[src/hw/stall_pkg.sv]
// Shared constants and types for the pipeline memory-conflict stall logic.
package stall_pkg;

  // ---------------------------------------------------------------------
  // Access counts carried with each instruction, plus sync depth, acknowledge reset and fetch step
  // ---------------------------------------------------------------------
  localparam int          CNT_W      = 2;
  localparam logic [1:0]  CNT_NONE   = 2'h0;
  localparam logic [1:0]  CNT_ONE    = 2'h1;
  localparam logic [1:0]  CNT_TWO    = 2'h2;
  localparam int          SYNC_DEPTH = 3;
  localparam logic        ACK_RST    = 1'b0;
  localparam int          PC_STEP    = 1;

  typedef struct packed {
    logic             valid;
    logic [CNT_W-1:0] stores;
    logic [CNT_W-1:0] reads;
    logic             ilock;
  } instr_t;

  localparam instr_t BUBBLE = '{valid: 1'b0, stores: CNT_NONE, reads: CNT_NONE, ilock: 1'b0};

  // ---------------------------------------------------------------------
  // Fetch sequencing, Gray coded
  // ---------------------------------------------------------------------
  typedef enum logic [1:0] {
    F_RUN  = 2'b00,
    F_XTRA = 2'b01
  } fetch_st_t;

endpackage : stall_pkg

[src/hw/conflict_if.sv]
// Carrier between the stall controller and its conflict detector.
`timescale 1ns/1ps
interface conflict_if;
  import stall_pkg::*;
  instr_t rd_ins;
  instr_t ex_ins;
  logic   deferred;
  logic   ack_level;
  logic   mem_conflict;
  logic   ilock_wait;

  modport det (
    input  rd_ins,
    input  ex_ins,
    input  deferred,
    input  ack_level,
    output mem_conflict,
    output ilock_wait
  );
  modport ctl (
    output rd_ins,
    output ex_ins,
    output deferred,
    output ack_level,
    input  mem_conflict,
    input  ilock_wait
  );
endinterface : conflict_if

[src/hw/pipe_stall_ctrl.sv]
// Four-stage pipeline stall controller for fetch-incomplete and execute-only conflicts.
//
// Notes on behaviour
// RL1: A fetch lasting over one cycle holds the fetch stage until memory is ready.
// RL2: During a held fetch, decode gets a bubble; later stages keep advancing.
// RL3: A fetch crossing a bank boundary adds one wait state to the fetch.
// RL4: A store followed immediately by a dual-read instruction is an execute-only conflict.
// RL5: A two-store instruction followed by any read is an execute-only conflict.
// RL6: With three accesses needed, only execute advances; earlier stages freeze.
// RL7: After a single store, both reads of the next instruction wait one cycle.
// RL8: After a parallel store, the next data read waits one cycle.
// RL9: During an execute-only stall the same pending instruction is refetched.
// RL10: An interlocked load with the acknowledge flag high raises an execute-only stall.
// RL11: An interlocked load extends its read while the flag is 1, completes at 0.
`timescale 1ns/1ps
module pipe_stall_ctrl
  import stall_pkg::*;
#(
  parameter int PC_W = 16
) (
  input  wire logic            clock,
  input  wire logic            rst,
  input  wire logic            fetch_ready,
  input  wire logic            fetch_bank_cross,
  input  wire logic [1:0]      fetch_stores,
  input  wire logic [1:0]      fetch_reads,
  input  wire logic            fetch_ilock,
  input  wire logic            interlock_ack_flag,
  output logic [PC_W-1:0]      fetch_pc_r,
  output logic                 dec_valid_r,
  output logic                 rd_valid_r,
  output logic                 ex_valid_r,
  output logic [PC_W-1:0]      ex_pc_r,
  output logic                 fetch_hold_r,
  output logic                 read_defer_r,
  output logic                 refetch_r,
  output logic                 load_wait_r
);

  // ---------------------------------------------------------------------
  // Parameter checks
  // ---------------------------------------------------------------------
  if (PC_W < 2 || PC_W > 32) begin : g_bad_pc_w
    $error("pipe_stall_ctrl: PC_W must lie between 2 and 32");
  end

  // ---------------------------------------------------------------------
  // Declarations
  // ---------------------------------------------------------------------
  instr_t            dec_r,    dec_nxt;
  instr_t            rd_r,     rd_nxt;
  instr_t            ex_r,     ex_nxt;
  logic [PC_W-1:0]   dec_pc_r, dec_pc_nxt;
  logic [PC_W-1:0]   rd_pc_r,  rd_pc_nxt;
  logic [PC_W-1:0]   ex_pc_nxt;
  logic [PC_W-1:0]   pc_nxt;
  fetch_st_t         fst_r,    fst_nxt;
  logic              deferred_r, deferred_nxt;
  logic              hold_nxt, defer_nxt, refetch_nxt, wait_nxt;
  logic              ack_level;
  logic              fetch_done;
  logic              freeze;
  instr_t            fetched;

  conflict_if cif ();

  ack_sync u_ack_sync (
    .clock   (clock),
    .rst     (rst),
    .pin     (interlock_ack_flag),
    .level_r (ack_level)
  );

  conflict_detect u_detect (
    .cif (cif.det)
  );

  assign cif.rd_ins    = rd_r;
  assign cif.ex_ins    = ex_r;
  assign cif.deferred  = deferred_r;
  assign cif.ack_level = ack_level;

  // ---------------------------------------------------------------------
  // Fetch stage
  // ---------------------------------------------------------------------
  always_comb begin
    freeze  = cif.ilock_wait || cif.mem_conflict;
    fetched = '{valid: 1'b1, stores: fetch_stores, reads: fetch_reads, ilock: fetch_ilock};
    // The first cycle of a bank-crossing fetch never completes.
    fetch_done = fetch_ready && !(fetch_bank_cross && fst_r == F_RUN); // RL3
    fst_nxt    = fst_r;
    unique case (fst_r)
      F_RUN: begin
        if (fetch_bank_cross && !freeze) begin
          fst_nxt = F_XTRA; // RL3
        end
      end
      F_XTRA: begin
        if (fetch_done || freeze) begin
          fst_nxt = F_RUN;
        end
      end
    endcase
    // A fetch that lands during a freeze is dropped and the same address is
    // fetched again, so nothing needs a holding buffer.
    pc_nxt = fetch_pc_r;
    if (fetch_done && !freeze) begin
      pc_nxt = fetch_pc_r + PC_W'(PC_STEP); // RL1 RL9
    end
  end

  // ---------------------------------------------------------------------
  // Stage advance
  // ---------------------------------------------------------------------
  always_comb begin
    dec_nxt      = dec_r;
    rd_nxt       = rd_r;
    ex_nxt       = ex_r;
    dec_pc_nxt   = dec_pc_r;
    rd_pc_nxt    = rd_pc_r;
    ex_pc_nxt    = ex_pc_r;
    deferred_nxt = 1'b0;
    if (cif.ilock_wait) begin
      // The load stays in execute with its read extended.
      deferred_nxt = deferred_r; // RL11
    end else if (cif.mem_conflict) begin
      // Store retires; the reader and everything behind it wait one cycle.
      ex_nxt       = BUBBLE; // RL6 RL7 RL8
      deferred_nxt = 1'b1;   // RL7 RL8
    end else begin
      ex_nxt     = rd_r;
      ex_pc_nxt  = rd_pc_r;
      rd_nxt     = dec_r;
      rd_pc_nxt  = dec_pc_r;
      dec_nxt    = fetch_done ? fetched : BUBBLE; // RL2
      dec_pc_nxt = fetch_pc_r;
    end
    hold_nxt    = !fetch_done && !freeze; // RL1
    defer_nxt   = cif.mem_conflict;
    refetch_nxt = freeze;                 // RL9
    wait_nxt    = cif.ilock_wait;         // RL10
  end

  always_ff @(posedge clock or posedge rst) begin
    if (rst) begin
      dec_r        <= BUBBLE;
      rd_r         <= BUBBLE;
      ex_r         <= BUBBLE;
      dec_pc_r     <= '0;
      rd_pc_r      <= '0;
      ex_pc_r      <= '0;
      fetch_pc_r   <= '0;
      fst_r        <= F_RUN;
      deferred_r   <= 1'b0;
      fetch_hold_r <= 1'b0;
      read_defer_r <= 1'b0;
      refetch_r    <= 1'b0;
      load_wait_r  <= 1'b0;
    end else begin
      dec_r        <= dec_nxt;
      rd_r         <= rd_nxt;
      ex_r         <= ex_nxt;
      dec_pc_r     <= dec_pc_nxt;
      rd_pc_r      <= rd_pc_nxt;
      ex_pc_r      <= ex_pc_nxt;
      fetch_pc_r   <= pc_nxt;
      fst_r        <= fst_nxt;
      deferred_r   <= deferred_nxt;
      fetch_hold_r <= hold_nxt;
      read_defer_r <= defer_nxt;
      refetch_r    <= refetch_nxt;
      load_wait_r  <= wait_nxt;
    end
  end

  assign dec_valid_r = dec_r.valid;
  assign rd_valid_r  = rd_r.valid;
  assign ex_valid_r  = ex_r.valid;
endmodule : pipe_stall_ctrl

[src/hw/ack_sync.sv]
// Three-stage synchroniser with agreement filter for the acknowledge pin.
`timescale 1ns/1ps
module ack_sync
  import stall_pkg::*;
(
  input  wire logic clock,
  input  wire logic rst,
  input  wire logic pin,
  output logic      level_r
);
  logic [SYNC_DEPTH-1:0] sh_r;
  logic [SYNC_DEPTH-1:0] sh_nxt;
  logic                  level_nxt;

  // The first stage feeds only the second; the filter looks at stages two and three.
  always_comb begin
    sh_nxt    = {sh_r[SYNC_DEPTH-2:0], pin};
    level_nxt = (sh_r[1] == sh_r[2]) ? sh_r[2] : level_r;
  end

  always_ff @(posedge clock or posedge rst) begin
    if (rst) begin
      sh_r    <= '0;
      level_r <= ACK_RST;
    end else begin
      sh_r    <= sh_nxt;
      level_r <= level_nxt;
    end
  end
endmodule : ack_sync

[src/hw/conflict_detect.sv]
// Detects execute-only conflicts between the read and execute stages.
`timescale 1ns/1ps
module conflict_detect
  import stall_pkg::*;
(
  conflict_if.det cif
);
  logic store_dual;
  logic pair_any;

  always_comb begin
    // Three data accesses in one cycle exceed the two that memory offers.
    store_dual = cif.ex_ins.stores == CNT_ONE && cif.rd_ins.reads == CNT_TWO;  // RL4
    pair_any   = cif.ex_ins.stores == CNT_TWO && cif.rd_ins.reads != CNT_NONE; // RL5
    cif.ilock_wait   = cif.ex_ins.valid && cif.ex_ins.ilock && cif.ack_level;    // RL10
    cif.mem_conflict = cif.ex_ins.valid && cif.rd_ins.valid && !cif.deferred
                       && !cif.ilock_wait && (store_dual || pair_any);
  end
endmodule : conflict_detect

[config.mk]
export PLATFORM = sky130hd
export DESIGN_NAME = pipe_stall_ctrl
export DESIGN_NICKNAME = d
export VERILOG_FILES = /design/src/hw/stall_pkg.sv /design/src/hw/conflict_if.sv /design/src/hw/pipe_stall_ctrl.sv /design/src/hw/ack_sync.sv /design/src/hw/conflict_detect.sv
export SDC_FILE = /design/constraint.sdc
export NUM_CORES = 1
export LEC_CHECK = 0
export BUFFER_PORTS_ARGS = -buffer_cell sky130_fd_sc_hd__buf_2
export CAP_MARGIN = 30
export CORE_ASPECT_RATIO = 0.9
export CORE_MARGIN = 2
export CORE_UTILIZATION = 25
export CTS_BUF_LIST = sky130_fd_sc_hd__clkbuf_8
export CTS_CLUSTER_SIZE = 40
export DETAILED_ROUTE_END_ITERATION = 6
export PLACE_DENSITY = 0.4
export SETUP_SLACK_MARGIN = 0.5
export SLEW_MARGIN = 30
export SYNTH_ARGS = -nofsm -noshare
export SYNTH_HDL_FRONTEND = slang
export SYNTH_SLANG_ARGS = --single-unit
[constraint.sdc]
create_clock -name clock -period 3.45 [get_ports clock]
set_clock_uncertainty 0.2 [all_clocks]
set_input_delay 0.345 -clock clock [delete_from_list [all_inputs] [get_ports clock]]
set_output_delay 0.345 -clock clock [all_outputs]
set_load 0.02 [all_outputs]
==> out/qor.csv, run 1 <==
stage,metric,value,unit
final_layout,multi_input_area,0.00122,mm²
global_route,track_usage,9.70,%
place,place_ws,1.06,ns
power_and_ir_drop,p_leak,0.00214,µW
floorplan,die_h,117,µm
logic_synthesis,ys_top_cells_by_count,"90 x dfrtp_1, 44 x mux2_2, 15 x xor2_1, 12 x nand2_1",
floorplan,die_w,130,µm
setup_path,arrival,2.41,ns
timing,setup_viol,0,
setup_path,cp.required,3.50,ns
timing,fmax,0.423,GHz
setup_path,slowest_delay,0.42,ns
logic_synthesis,synth_cell_types,35,
global_route,antenna_found_initial,0,
global_route,grt_pass1_vias,2124,
run,maxCapViolCount,0,
timing,hold_viol_final,0,
logic_synthesis,yosysMostFrequentCell,dfrtp_1,
timing,worst_pin_slew,0.739,ns
final_layout,seqCellArea,0.00225,mm²
power_and_ir_drop,p_per_area,672,mW/mm²
timing,finalCriticalPeriod,2.37,ns
logic_synthesis,synth_top_area_cell,dfrtp_1,
detailed_routing,ant_nets,0,
place,dp_hpwl,4500,µm
final_layout,area_growth,21.2,%
global_route,grt_pass1_wl,11300,µm
timing,relSlewSlack,50.3,%
logic_synthesis,syn-cell-area,0.00358,mm²
detailed_routing,via_per_inst,4.22,
final_layout,drive_above_1_share,41.5,%
logic_synthesis,synth_edf_count,0,
timing,rsz0062_at_grt,false,
global_route,grt_max_degree,91,
clock_tree,path_clk_slew,0.09,ns
clock_tree,cts_made_buffers,9,
detailed_routing,via_count,2108,
setup_path,rrSetupSlack,1.08,ns
timing,holdWs,0.0272,ns
place,place.gp.congestion,0.676,
detailed_routing,drt-pass1-iter-count,4,
final_layout,antenna_cells,0,
logic_synthesis,synth_ff_type,dfrtp_1,
setup_path,critical_path_class,reg -> reg,
status,outcome,completed,
floorplan,ios,49,
floorplan,start_util,25.5,%
floorplan,fp.coreArea,0.0140,mm²
final_layout,layout.nets,312,
logic_synthesis,syn_nets,257,
place,io_buffers,48,
final_layout,n_fill_cell,1429,
power_and_ir_drop,ir_drop,0.288,mV
detailed_routing,drt_iter0_drc,89,
clock_tree,worstSkewPairLatency,0.36,ns
clock_tree,clock_sinks,90,
logic_synthesis,async_reset_ff_share,100,%
final_layout,instances_no_fill,499,
setup_path,cp_top_family,simple AND/OR/NAND/NOR gates,
setup_path,start_kind,flip-flop,
hold_path,min_to,dec_r[4]$_DFFE_PP0N_,
timing,setup_slack,1.08,ns
hold_path,min_path_cells,3,
logic_synthesis,synth_area_leaders,"dfrtp_1 63%, mux2_2 14%, mux2_4 4.2%",
setup_path,worstSetupEndpointType,flip-flop,
logic_synthesis,yosysSeqAreaShare,63.0,%
clock_tree,cts_root_buf,clkbuf_8,
logic_synthesis,ys_warn_count,0,
logic_synthesis,synth_area_per_cell,14.5,µm²
setup_path,reg2reg_to,dec_pc_r[12]$_DFFE_PP0N_,
logic_synthesis,synth_cells,246,
logic_synthesis,synth_top_area_share,63.0,%
timing,final.setup.tns,0,ns
timing,maxSlewViolCount,0,
detailed_routing,wirelength,6890,µm
clock_tree,clk_path_buf_depth,2,
clock_tree,htreeDepth,3,
hold_path,hold_start,fetch_stores[1],
logic_synthesis,ys_ff_latch,90,
timing,timing.final.crit_share,68.6,%
global_route,grt_overflow,0,
detailed_routing,wl_per_cell,13.8,µm
place,placed_cells,480,
floorplan,die_area,0.0153,mm²
setup_path,worstPathMaxFanout,35,
floorplan,std_cell_rows,41,
setup_path,crit_slowest_cell,or3b_1,
setup_path,cp_cell_sequence,"or3b_1, a211oi_4, nor2_4, inv_2, buf_4, mux2_2",
clock_tree,ctsResizeCount,0,
detailed_routing,drc,0,
setup_path,worstRegToRegCells,6,
setup_path,crit_buf_inv,2,
clock_tree,cts_tree,yes,
hold_path,hp-class,in -> reg,
setup_path,worstReg2RegStart,cif.ex_ins[4]$_DFFE_PP0N_,
## routing by layer
metal  vias to the layer above  global-route usage, %  share of wire, %
li1                        982                      -                 -
met1                      1072                   13.7                50
met2                        43                   13.7                44
met3                        11                   3.36               4.5
met4                         0                   3.43               1.6
met5                         -                      0                 0
## area by class of cell
cell class,count,area share [%]
flip-flops and latches,90,51.9
multi-input cells,140,28.1
repair buffers,56,7.39
well taps,193,5.57
clock buffers,12,3.81
clock inverters,4,2.77
inverters,4,0.375
## worst max path at each step
stage	startpoint	to	slack, ns	cells past startpoint
finish	cif.ex_ins[4]$_DFFE_PP0N_	dec_pc_r[12]$_DFFE_PP0N_	1.08	6
CTS	cif.ex_ins[4]$_DFFE_PP0N_	rd_pc_r[12]$_DFFE_PP0N_	1.05	6
detailed placement	cif.ex_ins[4]$_DFFE_PP0N_	rd_pc_r[12]$_DFFE_PP0N_	1.06	6
global route	u_ack_sync.level_r$_DFFE_PP0N_	fetch_pc_r[1]$_DFFE_PP0P_	0.95	4
floorplan	rst	cif.deferred$_DFFE_PP0N_	0.57	1
global placement	ex_valid_r$_DFFE_PP0N_	fetch_pc_r[1]$_DFFE_PP0P_	1.10	4
## registers in the layout, indices dropped and copies added (netlist names)
| name | flops |
|---|---|
| cif.deferred | 1 |
| cif.ex_ins | 3 |
| cif.rd_ins | 5 |
| dec_pc_r | 16 |
| dec_r | 5 |
| dec_valid_r | 1 |
| ex_pc_r | 16 |
| ex_valid_r | 1 |
| fetch_hold_r | 1 |
| fetch_pc_r | 16 |
| fst_r | 1 |
| load_wait_r | 1 |
| rd_pc_r | 16 |
| rd_valid_r | 1 |
| read_defer_r | 1 |
| refetch_r | 1 |
| u_ack_sync.level_r | 1 |
| u_ack_sync.sh_r | 3 |
## worst register-to-register path: stages (launching register included)
cell and delay (ns):
dfrtp_1 0.40, or3b_1 0.42, a211oi_4 0.27, nor2_4 0.11, inv_2 0.07, buf_4 0.39, mux2_2 0.40
## cell usage in the layout, fill, tap and decap left out, drive strengths merged, types with 2 or more instances in the layout
cell type    Yosys  routed
dlygate4sd3      0       3
buf              7      53
xor2            15      15
nand4            3       3
nor4b            4       4
nor4             9       9
inv              3       2
o21a             2       2
nand2           12      12
mux2            55      55
clkinv           1       2
nor2             4       4
bufinv           0       4
and3             2       2
and4             2       2
a22o             2       2
dfrtp           90      90
nor3             3       3
and2             2       2
nand2b           2       2
o21ai           10      10
clkbuf           5      12
nand3            6       6
## cells by family (layout without fill, tap and decap cells)
| logic type | Yosys count | count (layout) | share of synthesized area [%] |
|---|---|---|---|
| DFF | 90 | 90 | 63.0 |
| muxes | 55 | 55 | 18.4 |
| and+or+nand+nor | 50 | 50 | 8.01 |
| AOI/OAI and AO/OA | 18 | 18 | 3.43 |
| buffers and inverters | 16 | 76 | 2.90 |
| xor gates and xnor gates | 15 | 15 | 3.67 |
| adders and majority gates | 2 | 2 | 0.630 |
## through the flow
| step | area, µm² | power (µW) | util, % |
|---|---|---|---|
| after CTS | 4340 | 2970 | 31.0 |
| after detailed placement | 4020 | 1970 | 28.7 |
| after floorplan | 3580 | 1780 | - |
| after global placement | 4020 | 1960 | 28.7 |
| after global routing | 4340 | 3080 | 31.0 |
| final | 4340 | 2910 | 31.0 |
## what timing repair did
action                    CTS  global route
buffers inserted            0             0
hold endpoints to repair   92             0
hold buffers                3             0
## report_power, final
group          total (µW)  switching [µW]  internal (µW)
clock network         979             364            614
registers            1380             136           1250
logic                 552             286            267
(Power assumes the default switching activity.)
==> run 2, diff against run 1 <==
- PLACE_DENSITY: 0.4 -> 0.42
- clock period: 3.45 -> 1.95 ns (I/O delays scaled with it)
==> run 2 against run 1 <==
Against the previous run:
- the run now ends with setup timing left
- clock power up 61%
- cell count up 7.8%
- total power grew 90%
- final area increased by 15%
- critical path depth unchanged
- maximum frequency rose by 13%
- utilization up 4.5 points
- critical endpoint is now ex_pc_r[0]$_DFFE_PP0N_
==> out/qor.csv, run 2 (synthesis results as in run 1) <==
stage,metric,value,unit
status,outcome,finished with violations,
status,failed_checks,setup timing,
final_layout,area_growth,38.8,%
final_layout,layout.nets,351,
clock_tree,cts_tree,yes,
clock_tree,clock_sinks,90,
power_and_ir_drop,p_seq_share,43.7,%
place,placed_cells,495,
setup_path,crit_slowest_cell,or3b_4,
timing,worst_pin_slew,0.489,ns
detailed_routing,wl_per_cell,14.2,µm
clock_tree,cts_root_buf,clkbuf_8,
final_layout,n_fill_cell,1393,
setup_path,cp.required,2.01,ns
power_and_ir_drop,p_per_area,1110,mW/mm²
hold_path,hp-class,in -> reg,
setup_path,worstSetupEndpointType,flip-flop,
setup_path,critical_path_class,reg -> reg,
power_and_ir_drop,finalPower,5530,µW
setup_path,worstReg2RegStart,cif.ex_ins[4]$_DFFE_PP0N_,
setup_path,cp_top_family,simple AND/OR/NAND/NOR gates,
power_and_ir_drop,p_leak,0.00241,µW
setup_path,worstPathMaxFanout,13,
global_route,grt_pass1_vias,2213,
timing,hold_viol_final,0,
hold_path,min_path_cells,4,
detailed_routing,ant_nets,0,
clock_tree,clk_path_buf_depth,2,
detailed_routing,drt_iter0_drc,87,
place,io_buffers,48,
clock_tree,worstSkewPairLatency,0.37,ns
global_route,grt_overflow,0,
floorplan,fp.coreArea,0.0140,mm²
global_route,antenna_found_initial,0,
timing,setup_viol,73,
place,dp_hpwl,4500,µm
global_route,track_usage,10.4,%
setup_path,worstRegToRegCells,6,
run,maxCapViolCount,0,
place,place.gp.congestion,0.701,
final_layout,instances_no_fill,538,
power_and_ir_drop,p_sw,1540,µW
clock_tree,cts_made_buffers,9,
setup_path,crit_buf_inv,2,
place,place_area,0.00417,mm²
final_layout,drive_above_1_share,51.9,%
clock_tree,htreeDepth,3,
timing,maxSlewViolCount,0,
timing,setup_slack,-0.146,ns
timing,relSlewSlack,67.4,%
final_layout,final_common_cell,dfrtp_1,
detailed_routing,via_per_inst,4.12,
detailed_routing,via_count,2218,
setup_path,reg2reg_to,ex_pc_r[0]$_DFFE_PP0N_,
setup_path,rrSetupSlack,-0.15,ns
power_and_ir_drop,swShare,27.9,%
floorplan,die_area,0.0153,mm²
power_and_ir_drop,p_clk_share,28.5,%
setup_path,arrival,2.16,ns
floorplan,std_cell_rows,41,
setup_path,start_kind,flip-flop,
global_route,grt_max_degree,91,
global_route,grt_pass1_wl,11900,µm
setup_path,path_depth,6,
final_layout,finalInstanceArea,0.00496,mm²
floorplan,start_util,25.5,%
power_and_ir_drop,cellInternalPower,3990,µW
timing,final.setup.tns,-7.41,ns
hold_path,min_to,fetch_pc_r[15]$_DFFE_PP0P_,
floorplan,die_h,117,µm
detailed_routing,wirelength,7630,µm
floorplan,die_w,130,µm
final_layout,antenna_cells,0,
final_layout,final_cell_mix,"87 x dfrtp_1, 41 x buf_2, 28 x mux2_2, 27 x mux2_4, 22 x buf_4",
detailed_routing,drt-pass1-iter-count,4,
setup_path,cp_cell_sequence,"or3b_4, a211oi_4, nor2_4, clkinv_4, clkbuf_16, mux2_2",
detailed_routing,drc,0,
power_and_ir_drop,pwr-share-comb,27.8,%
power_and_ir_drop,ir_drop,0.383,mV
timing,timing.final.crit_share,107,%
setup_path,slowest_delay,0.40,ns
timing,fmax,0.477,GHz
clock_tree,path_clk_slew,0.09,ns
timing,rsz0062_at_grt,true,
floorplan,ios,49,
hold_path,hold_start,fetch_ready,
timing,finalCriticalPeriod,2.10,ns
-- run 2: stage by stage --
stage / setup WS, ns / util (%) / hold slack [ns]
after floorplan: -0.207 / - / 0.0264
final: -0.146 / 35.5 / 0.111
after detailed placement: -0.142 / 29.8 / 0.111
after global placement: -0.128 / 29.8 / 0.108
after global routing: -0.206 / 35.5 / 0.0924
after CTS: -0.158 / 33.9 / 0.0795
-- run 2: worst max-delay path by stage --
stage / start / endpoint / slack (ns)
2_1_floorplan: cif.ex_ins[4]$_DFFE_PP0N_ / ex_pc_r[14]$_DFFE_PP0N_ / -0.21
6_report: cif.ex_ins[4]$_DFFE_PP0N_ / ex_pc_r[0]$_DFFE_PP0N_ / -0.15
3_5_place_dp: cif.ex_ins[4]$_DFFE_PP0N_ / dec_pc_r[15]$_DFFE_PP0N_ / -0.14
5_1_grt: cif.ex_ins[4]$_DFFE_PP0N_ / rd_pc_r[11]$_DFFE_PP0N_ / -0.21
4_1_cts: cif.ex_ins[4]$_DFFE_PP0N_ / rd_pc_r[9]$_DFFE_PP0N_ / -0.16
3_3_place_gp: cif.rd_ins[1]$_DFFE_PP0N_ / fetch_pc_r[1]$_DFFE_PP0P_ / -0.13
-- run 2: power by group through the flow --
stage / sequential, µW / clock [µW] / combinational (µW)
6_report: 2420 / 1580 / 1540
5_1_grt: 2470 / 1730 / 1660
4_1_cts: 2420 / 1640 / 1390
3_5_place_dp: 2440 / 0 / 1200
3_3_place_gp: 2430 / 0 / 1180
2_1_floorplan: 2620 / 0 / 542
-- run 2: layout make-up --
| cell class | count | area, µm² | share of cell area, % |
|---|---|---|---|
| repair buffers | 95 | 791 | 15.9 |
| multi-input cells | 140 | 1400 | 28.2 |
| clock buffers | 11 | 151 | 3.05 |
| clock inverters | 5 | 100 | 2.02 |
| inverters | 4 | 25.0 | 0.504 |
| well taps | 193 | 241 | 4.86 |
| flip-flops and latches | 90 | 2260 | 45.4 |
-- run 2: what timing repair did --
item                                    4_1_cts  5_1_grt
endpoints found under the hold margin        97        0
endpoints found under the setup margin       94       98
hold buffers                                  8        0
gates cloned                                  1        2
pin swaps                                     2        3
resized for setup                            40       25
setup buffers                                 7        9
-- run 2: metal layers --
metal	share of wire (%)	vias up	GRT usage [%]
met3	3.4	14	3.91
met4	2.0	0	4.44
met5	0	-	0
met1	51	1105	14.6
met2	44	38	14.4
li1	-	1061	-
-- run 2: worst min-delay path: cells and delay by family --
kind / cells / cell delay [ns]
AND/OR/NAND/NOR: 2 / 0.17
buffers and inverters: 1 / 0.14
XOR/XNOR: 1 / 0.12
